===== config.mk =====
export PLATFORM = sky130hd
export DESIGN_NAME = timer2_capture_reload_control
export DESIGN_NICKNAME = d
export VERILOG_FILES = /design/src/inc/timer2_pkg.sv /design/src/logic/timer2_capture_reload_control.sv
export SDC_FILE = /design/constraint.sdc
export NUM_CORES = 1
export LEC_CHECK = 0
export CORE_UTILIZATION = 60
export CTS_CLUSTER_DIAMETER = 150
export DETAILED_ROUTE_END_ITERATION = 12
export DONT_BUFFER_PORTS = 1
export PLACE_DENSITY = 0.74
export SYNTH_ARGS = -nofsm -noshare
export SYNTH_HDL_FRONTEND = slang
export SYNTH_SLANG_ARGS = --single-unit

===== constraint.sdc =====
create_clock -name clk -period 3.45 [get_ports clk]
set_clock_uncertainty 0.15 [all_clocks]
set_input_delay 0.5175 -clock clk [delete_from_list [all_inputs] [get_ports clk]]
set_output_delay 0.5175 -clock clk [all_outputs]
set_load 0.02 [all_outputs]

===== src/inc/timer2_pkg.sv =====
// Constants and carrier types for the 16-bit capture/reload timer.
// Assumes a classic Wishbone master with a 32-bit data bus and byte addresses.
// Operation
// The overflow flag (bit 7) is set by every counter overflow unless a baud select is 1, and only software clears it.
// With the trigger enable set, the external flag (bit 6) is set by each trigger-pin fall that captures or reloads.
// The receive baud select (bit 5) picks this timer's overflow (1) or the other timer's overflow (0) for receive.
// The transmit baud select (bit 4) picks this timer's overflow (1) or the other timer's overflow (0) for transmit.
// With the trigger enable (bit 3) set and both baud selects clear, a trigger-pin fall captures or reloads.
// The run control holds the counter when 0 and lets it advance when 1.
// With the counter/timer select (bit 1) clear, the counter advances once every 2 system clocks while running.
// With the counter/timer select set, the counter advances on each falling edge of the count pin.
// With the capture/reload select (bit 0) clear, the counter reloads on overflow and on enabled trigger falls.
// With the capture/reload select set, each enabled trigger fall copies the counter into the reload value.
// A baud select of 1 overrides the capture/reload select and forces reload on overflow.
// The reload/capture value is two software bytes, low and high, both reset to zero.
// The counter is readable and writable as a low and a high byte, both reset to zero.
// Reload copies the reload value into the counter, capture copies the counter out, overflow is a wrap past all ones.
// The overflow and external flags together drive one timer interrupt, high while either is set.
package timer2_pkg;

   // Register indexes; byte address is four times the index
   localparam logic [7:0] IDX_CONTROL     = 8'hC8;
   localparam logic [7:0] IDX_RCAP_LOW    = 8'hCA;
   localparam logic [7:0] IDX_RCAP_HIGH   = 8'hCB;
   localparam logic [7:0] IDX_COUNT_LOW   = 8'hCC;
   localparam logic [7:0] IDX_COUNT_HIGH  = 8'hCD;
   localparam logic [7:0] IDX_EVENT_STAT  = 8'hD0;
   localparam logic [7:0] IDX_EVENT_MASK  = 8'hD1;

   localparam int ADDR_WIDTH = 12;

   // Control fields
   localparam int BIT_OVERFLOW_FLAG = 7;
   localparam int BIT_EXT_FLAG      = 6;
   localparam int BIT_RX_SELECT     = 5;
   localparam int BIT_TX_SELECT     = 4;
   localparam int BIT_TRIGGER_EN    = 3;
   localparam int BIT_RUN           = 2;
   localparam int BIT_COUNTER_SEL   = 1;
   localparam int BIT_CAPTURE_SEL   = 0;

   // Event status and mask fields
   localparam int EVT_OVERFLOW = 0;
   localparam int EVT_TRIGGER  = 1;

   // Reset values
   localparam logic [7:0]  CONTROL_RESET = 8'h00;
   localparam logic [15:0] RCAP_RESET    = 16'h0000;
   localparam logic [15:0] COUNT_RESET   = 16'h0000;
   localparam logic [1:0]  EVENT_RESET   = 2'h0;
   localparam logic [1:0]  MASK_RESET    = 2'h0;

   // Timing: timer mode advances once per this many system clocks
   localparam int TIMER_DIVIDE = 2;

   localparam logic [15:0] COUNT_ALL_ONES = 16'hFFFF;

   typedef struct packed {
      logic overflow_flag;
      logic external_trigger_flag;
      logic receive_baud_select;
      logic transmit_baud_select;
      logic trigger_pin_enable;
      logic run_control;
      logic counter_timer_select;
      logic capture_reload_select;
   } second_timer_control_t;

   typedef struct packed {
      logic                  cyc;
      logic                  stb;
      logic                  we;
      logic [ADDR_WIDTH-1:0] adr;
      logic [3:0]            sel;
      logic [31:0]           dat;
   } wb_req_t;

   typedef struct packed {
      logic                  cnt_meta;
      logic                  cnt_sync;
      logic                  cnt_prev;
      logic                  trig_meta;
      logic                  trig_sync;
      logic                  trig_prev;
      logic                  prescale;
      second_timer_control_t ctrl;
      logic [15:0]           rcap;
      logic [15:0]           count;
      logic [1:0]            events;
      logic [1:0]            mask;
      logic                  ack;
      logic [31:0]           rdata;
      logic                  rx_baud_tick;
      logic                  tx_baud_tick;
      logic                  timer_irq;
      logic                  irq;
   } state_t;

endpackage


===== src/logic/timer2_capture_reload_control.sv =====
// 16-bit timer/counter with capture, auto-reload and baud clock output.
// Assumes a classic Wishbone master on clk; the count and trigger pins are asynchronous.
//
// Decided for this implementation: the Wishbone interface to the registers.
`timescale 1ns/1ns

module timer2_capture_reload_control (
   // Clock, reset, enable
   input  wire logic              clk,
   input  wire logic              reset,
   input  wire logic              ce,
   // Wishbone slave
   input  wire timer2_pkg::wb_req_t wb_req,
   output logic                   wb_ack,
   output logic [31:0]            wb_dat_o,
   // External pins
   input  wire logic              count_input_pin,
   input  wire logic              trigger_pin,
   // Serial port baud sources
   input  wire logic              timer1_overflow,
   output logic                   rx_baud_tick,
   output logic                   tx_baud_tick,
   // Interrupts
   output logic                   timer_irq,
   output logic                   irq
);

   timer2_pkg::state_t st;
   timer2_pkg::state_t next_st;
   timer2_pkg::state_t reset_st;

   logic        baud_mode;
   logic        cnt_fall;
   logic        trig_fall;
   logic        inc;
   logic        ovf;
   logic        trig_act;
   logic        reload;
   logic        capture;
   logic        req;
   logic        bus_write;
   logic        bus_read_done;
   logic        addr_hit;
   logic [7:0]  idx;
   logic [7:0]  wbyte;
   logic        write_count;
   logic        write_rcap;

   always_comb begin
      reset_st          = '0;
      reset_st.ctrl     = timer2_pkg::second_timer_control_t'(timer2_pkg::CONTROL_RESET);
      reset_st.rcap     = timer2_pkg::RCAP_RESET;
      reset_st.count    = timer2_pkg::COUNT_RESET;
      reset_st.events   = timer2_pkg::EVENT_RESET;
      reset_st.mask     = timer2_pkg::MASK_RESET;
   end

   // Derived controls
   assign baud_mode = st.ctrl.receive_baud_select | st.ctrl.transmit_baud_select;
   // Edges only seen on synchronised copies
   assign cnt_fall  = st.cnt_prev & ~st.cnt_sync;
   assign trig_fall = st.trig_prev & ~st.trig_sync;

   // Timer mode uses the prescaler phase; counter mode uses the pin edge
   assign inc = st.ctrl.run_control & (st.ctrl.counter_timer_select ? cnt_fall : st.prescale);
   assign ovf = inc & (st.count == timer2_pkg::COUNT_ALL_ONES);

   // Trigger pin is dead while either baud select is set
   assign trig_act = st.ctrl.trigger_pin_enable & trig_fall & ~baud_mode;
   assign reload   = (ovf & (baud_mode | ~st.ctrl.capture_reload_select))
                   | (trig_act & ~st.ctrl.capture_reload_select);
   assign capture  = trig_act & st.ctrl.capture_reload_select;

   // Bus decode; a write lands on the edge that shows ack to the master
   assign req           = wb_req.cyc & wb_req.stb;
   assign idx           = wb_req.adr[9:2];
   assign addr_hit      = (wb_req.adr[timer2_pkg::ADDR_WIDTH-1:10] == 2'h0);
   assign bus_write     = req & wb_req.we & st.ack & wb_req.sel[0] & addr_hit;
   assign bus_read_done = req & ~wb_req.we & st.ack & addr_hit;
   assign wbyte         = wb_req.dat[7:0];
   assign write_count   = bus_write & ((idx == timer2_pkg::IDX_COUNT_LOW) | (idx == timer2_pkg::IDX_COUNT_HIGH));
   assign write_rcap    = bus_write & ((idx == timer2_pkg::IDX_RCAP_LOW) | (idx == timer2_pkg::IDX_RCAP_HIGH));

   always_comb begin
      next_st = st;

      // Two-stage synchronisers, then an edge history stage
      next_st.cnt_meta  = count_input_pin;
      next_st.cnt_sync  = st.cnt_meta;
      next_st.cnt_prev  = st.cnt_sync;
      next_st.trig_meta = trigger_pin;
      next_st.trig_sync = st.trig_meta;
      next_st.trig_prev = st.trig_sync;

      // Prescaler restarts whenever timer mode is not running
      if (st.ctrl.run_control && !st.ctrl.counter_timer_select) begin
         next_st.prescale = ~st.prescale;
      end else begin
         next_st.prescale = 1'b0;
      end

      // Counter datapath
      if (reload) begin
         next_st.count = st.rcap;
      end else if (inc) begin
         next_st.count = st.count + 16'h0001;
      end
      if (capture) begin
         next_st.rcap = st.count;
      end

      // Software writes override the hardware update of the same counter or reload byte
      if (bus_write) begin
         case (idx)
            timer2_pkg::IDX_CONTROL: begin
               next_st.ctrl = timer2_pkg::second_timer_control_t'(wbyte);
            end
            timer2_pkg::IDX_RCAP_LOW: begin
               next_st.rcap[7:0] = wbyte;
            end
            timer2_pkg::IDX_RCAP_HIGH: begin
               next_st.rcap[15:8] = wbyte;
            end
            timer2_pkg::IDX_COUNT_LOW: begin
               next_st.count[7:0] = wbyte;
            end
            timer2_pkg::IDX_COUNT_HIGH: begin
               next_st.count[15:8] = wbyte;
            end
            timer2_pkg::IDX_EVENT_MASK: begin
               next_st.mask = wbyte[1:0];
            end
            default: begin
               next_st.mask = st.mask;
            end
         endcase
      end

      // Hardware set wins over a software clear in the same cycle
      if (ovf && !baud_mode) begin
         next_st.ctrl.overflow_flag = 1'b1;
      end
      if (trig_act) begin
         next_st.ctrl.external_trigger_flag = 1'b1;
      end

      // Clear only what the read returned, so an event landing on the request edge is not lost; sets win
      if (bus_read_done && (idx == timer2_pkg::IDX_EVENT_STAT)) begin
         next_st.events = st.events & ~st.rdata[1:0];
      end
      if (ovf) begin
         next_st.events[timer2_pkg::EVT_OVERFLOW] = 1'b1;
      end
      if (trig_act) begin
         next_st.events[timer2_pkg::EVT_TRIGGER] = 1'b1;
      end

      // Ack one cycle after the request, drop the cycle after
      next_st.ack = req & ~st.ack;
      if (req && !st.ack) begin
         next_st.rdata = 32'h0000_0000;
         if (addr_hit) begin
            case (idx)
               timer2_pkg::IDX_CONTROL: begin
                  next_st.rdata[7:0] = st.ctrl;
               end
               timer2_pkg::IDX_RCAP_LOW: begin
                  next_st.rdata[7:0] = st.rcap[7:0];
               end
               timer2_pkg::IDX_RCAP_HIGH: begin
                  next_st.rdata[7:0] = st.rcap[15:8];
               end
               timer2_pkg::IDX_COUNT_LOW: begin
                  next_st.rdata[7:0] = st.count[7:0];
               end
               timer2_pkg::IDX_COUNT_HIGH: begin
                  next_st.rdata[7:0] = st.count[15:8];
               end
               timer2_pkg::IDX_EVENT_STAT: begin
                  next_st.rdata[1:0] = st.events;
               end
               timer2_pkg::IDX_EVENT_MASK: begin
                  next_st.rdata[1:0] = st.mask;
               end
               default: begin
                  next_st.rdata = 32'h0000_0000;
               end
            endcase
         end
      end

      // Serial mode gating belongs to the serial port; this only picks the source
      next_st.rx_baud_tick = st.ctrl.receive_baud_select ? ovf : timer1_overflow;
      next_st.tx_baud_tick = st.ctrl.transmit_baud_select ? ovf : timer1_overflow;

      next_st.timer_irq = next_st.ctrl.overflow_flag | next_st.ctrl.external_trigger_flag;
      next_st.irq       = |(next_st.events & next_st.mask);
   end

   // Clock enable low freezes everything, the bus handshake included
   always_ff @(posedge clk) begin
      if (reset) begin
         st <= reset_st;
      end else if (ce) begin
         st <= next_st;
      end
   end

   assign wb_ack       = st.ack;
   assign wb_dat_o     = st.rdata;
   assign rx_baud_tick = st.rx_baud_tick;
   assign tx_baud_tick = st.tx_baud_tick;
   assign timer_irq    = st.timer_irq;
   assign irq          = st.irq;
endmodule


=== Yosys cells after proc, flatten, opt, wreduce, memory -nomap -nowiden ===
Cells that the tools add are included.

* Logic and storage cells: 100
* Register bits after elaboration: 88

* Bitwise logic cells: 32
* Reduce and logical (&&, ||, !) cells: 11
* Multiplexer cells: 23
* Add/sub/neg operators: 1
* Equal/unequal tests: 8

{| class="wikitable"
|+ Operators by type and width
! kind !! count
|-
| $eq 8x8->1 const B || 7
|-
| $mux 16 || 3
|-
| $mux 8 || 6
|-
| $mux 40 || 1
|-
| $pmux 6 s5 || 1
|-
| $and 1x1->1 || 18
|-
| $add 16x1->16 const B || 1
|-
| $eq 16x16->1 const B || 1
|-
| $pmux 2 s7 || 1
|-
| $mux 1 || 8
|-
| $not 1->1 || 7
|-
| $mux 2 || 3
|-
| $and 2x2->2 || 2
|-
| $logic_and 1x1->1 || 4
|-
| $or 1x1->1 || 4
|-
| $logic_not 1->1 || 3
|-
| $reduce_and 3->1 || 1
|-
| $logic_not 2->1 || 1
|-
| $not 2->2 || 1
|-
| $reduce_and 2->1 || 1
|-
| $reduce_or 2->1 || 1
|}

=== Logic depth before layout (Yosys ltp) ===
* Depth in word-level cells: 12
* Mapped depth: 7

=== Worst setup path before layout ===
OpenSTA, ideal clock, no wires.

* Kind: input to register
* Start: in wb_req[40] (netlist bit)
* End: reg st[37] (netlist bit)
* Arrival: 1.956 ns
* Path buffers: 1
* Setup time: 0.128 ns
* Slack: 1.217 ns
* Data required time: 3.172 ns
* Stages: 6
* Cell sequence: clkbuf_1 or3b_2 or2_1 nor4_4 mux2i_1 nor2_1

* Word-level cells in the longest chain between the ends: 3

{| class="wikitable"
|+ Ends and longest elaborated chain
! what !! line !! text
|-
| start, declared || timer2_capture_reload_control.sv:13 || <nowiki>input wire timer2_pkg::wb_req_t wb_req,</nowiki>
|-
| $eq 8x8->1 || timer2_capture_reload_control.sv:114 || <nowiki>case (idx)</nowiki>
|-
| $mux 2 || timer2_capture_reload_control.sv:114 ||
|-
| $mux 2 || timer2_capture_reload_control.sv:113 || <nowiki>if (bus_write) begin</nowiki>
|-
| end signal, assigned || timer2_capture_reload_control.sv:203 || <nowiki>st <= reset_st;</nowiki>
|-
| end signal, assigned || timer2_capture_reload_control.sv:205 || <nowiki>st <= next_st;</nowiki>
|-
| end, declared || timer2_capture_reload_control.sv:28 || <nowiki>timer2_pkg::state_t st;</nowiki>
|}

Every way passes these cells.
A chain may end at the register's enable or synchronous reset.

=== Worst setup path after layout ===
* Start: reg st, in the netlist wb_ack
* End: reg st, in the netlist timer_irq

* Word-level cells in the longest chain between the ends: 6
* Elaborated cells between the ends (all ways): 7
* Those cells by class: 3 x mux; 4 x bitwise

{| class="wikitable"
|+ Ends and longest elaborated chain
! what !! line !! text
|-
| $and 1x1->1 * (3 in a row) || timer2_capture_reload_control.sv:78 || <nowiki>assign bus_write = req & wb_req.we & st.ack & wb_req.sel[0] & addr_hit;</nowiki>
|-
| $mux 40 * || timer2_capture_reload_control.sv:113 ||
|-
| $mux 1 (on tied branches) || timer2_capture_reload_control.sv:140, timer2_capture_reload_control.sv:143 ||
|-
| $or 1x1->1 * || timer2_capture_reload_control.sv:196 || <nowiki>next_st.timer_irq = next_st.ctrl.overflow_flag | next_st.ctrl.external_trigger_flag;</nowiki>
|}

Mark *: on every way between the ends. The rest lies on a longest branch, timed or not.

==> flow_summary.yaml <==
power_and_ir_drop:
  peakVddDrop_mv: 0.314
  total_power_mw: 1.67
  p_leak_nw: 1.42
  p_per_area_mw_per_mm2: 406
grt:
  grt_pass1_wl_um: 18600
  grt_pass1_vias: 3466
  grt_max_degree: 45
  gr-total-overflow: 0
  antenna_found_initial: 0
  groute.usage.overall: 0.342
logic_synthesis:
  ys_warn_count: 0
  yosysSeqAreaShare: 0.319
  synth_flop_cell: "dfxtp_1"
  syn_inst: 459
  synthesis.area_mm2: 0.00402
  async_flop_share: 0
  ys_types: 70
  avgSynthCellArea_um2: 8.75
  synth_edf_count: 0
  synth-seq-cells: 64
final_layout:
  multiInputGateArea_mm2: 0.00240
  final_layout_size_suffix_gt1_frac: 0.0993
  num-nets-final: 496
  fillers: 545
  final-instance-count-excl-fill: 520
  regArea_mm2: 0.00128
  syn_to_final_growth_pct: 2.40
  antenna_cells: 0
clock_network:
  insertion_delay_ps: 360
  root_buffer: "clkbuf_8"
  cts_max_level: 3
  cts_resized: 0
  numCtsBuffers: 9
  clockBufferDepth: 2
  cts_tree: "built"
  cts_setup_buffers: 0
  clock_sinks: 64
  postCtsHoldBufs: 0
  clk_pin_slew_ps: 70
die:
  die_w_um: 83.8
  coreArea_mm2: 0.00642
  dieHeight_um: 83.8
  rows: 29
  io_pins: 94
  die_area_mm2: 0.00703
  start_util: 0.626
drt:
  dr.first_iter.drc_count: 503
  routed-via-count: 3761
  detail-route-antenna-nets: 0
  routed_wl_um: 11600
  drc_errors: 12
  via_per_inst: 7.23
  wire_per_inst_um: 22.3
  dr.pass1.iters: 10
place:
  dp.cells: 504
  portBuffers: 0
  gp_congestion: 0.961
  hpwl_um: 8000
setup_path:
  start_kind: "flip-flop"
  crit_path_end_kind: "flip-flop"
  cp_max_fo: 13
  ff2ff_setup_slack_ps: 840
  required_ps: 3510
  critPathKind: "flip-flop to flip-flop"
  critPathArrivalTime_ps: 2660
run_status:
  violations: "design-rule violations"
  status: "finished with violations"
sta:
  final.setup.tns_ps: 0
  tightestPinTransition_ps: 896
  post-route-period-util: 0.756
  maxSlewViolCount: 0
  hold_viol_final: 0
  layout_min_cycle_time_ps: 2610
  setup_viol: 0
  worst_slew_margin_rel: 0.397
  fmax_ghz: 0.384
  rsz0062_at_grt: "false"
flow_run:
  drv_cap: 0
worst_hold_path:
  hp-class: "primary input to flip-flop"
-- synth_stat cells, types with 8 or more instances --
cell,n,share of area
a221oi_1,14,0.031
o221ai_1,8,0.017
inv_1,16,0.015
a21oi_1,9,0.011
nor3_1,19,0.024
buf_4,33,0.062
mux2i_1,25,0.062
nor2_1,50,0.047
a211oi_1,14,0.026
xnor2_1,9,0.020
nand3_1,10,0.012
nand2_1,13,0.012
dfxtp_1,64,0.32
clkbuf_1,18,0.017
nand4_1,11,0.017
-- where the power goes --
group,leakage (nW),total [mW],switching [mW],internal [mW]
registers,0.521,0.793,0.0339,0.759
clock network,0.119,0.755,0.310,0.445
logic,0.781,0.121,0.0749,0.0457
-- critical path: stages, from the launching register on --
cell and delay (ps):
dfxtp_1 510, and3_1 240, and4_1 520, a21boi_0 160, a2111oi_0 580, buf_4 230
a211oi_1 70
-- flip-flops by register name, summed over array words and instances, names as in the netlist --
register,flops
next_st,4
timer_irq,1
st,47
rx_baud_tick,1
wb_dat_o,8
tx_baud_tick,1
irq,1
wb_ack,1
-- through the flow --
stage	setup slack, ps	hold slack [ps]	area, um2	utilization
floorplan	1220	294	4100	-
detailed placement	842	315	3880	0.605
finish	842	75.4	4110	0.641
global route	684	72.3	4110	0.641
CTS	924	73.3	4110	0.641
global placement	881	312	3880	0.605
-- final cells by class --
| type | count | area share |
|---|---|---|
| multi-input combinational | 340 | 0.583 |
| inverter | 17 | 0.0155 |
| clock inverter | 5 | 0.0192 |
| sequential | 64 | 0.311 |
| clock buffer | 11 | 0.0368 |
| tap | 77 | 0.0234 |
| timing repair buffer | 6 | 0.0109 |
-- cells in the final DEF (no fill, tap or decap), types with 8 or more instances in the layout --
cell	instances
dfxtp_1	64
nor2_1	50
mux2i_1	25
conb_1	24
nor3_1	19
inv_1	16
a221oi_1	14
a211oi_1	14
nand2_1	13
nand4_1	11
clkbuf_8	11
nand3_1	10
a21oi_1	9
xnor2_1	9
o221ai_1	8
-- cell families (layout without fill, tap and decap cells) --
group	Yosys count	count (layout)	synth area share
xor+xnor	14	14	0.0305
flops	64	64	0.319
compound gates	117	117	0.244
other cells	1	24	0.000933
buf+inv	78	39	0.106
mux	26	26	0.0651
fa+ha+maj	1	1	0.00311
simple gates	158	158	0.231
-- path summary, 6_finish.rpt --
check,from,to,depth (start not counted)
min,reset,wb_ack$_SDFFE_PP0P_,1
max,wb_ack$_SDFFE_PP0P_,timer_irq$_SDFFE_PP0P_,6
max reg2reg,wb_ack$_SDFFE_PP0P_,timer_irq$_SDFFE_PP0P_,6
min reg2reg,st[65]$_SDFFE_PP0P_,st[65]$_SDFFE_PP0P_,2
-- per-layer routing --
| metal | up-vias | part of all wire | global-route usage |
|---|---|---|---|
| met4 | 0 | 0.032 | 0.150 |
| li1 | 1666 | - | - |
| met2 | 274 | 0.43 | 0.519 |
| met1 | 1767 | 0.42 | 0.465 |
| met3 | 54 | 0.12 | 0.0762 |
| met5 | - | 0 | 0 |
Power figures use the tool's default switching activity.
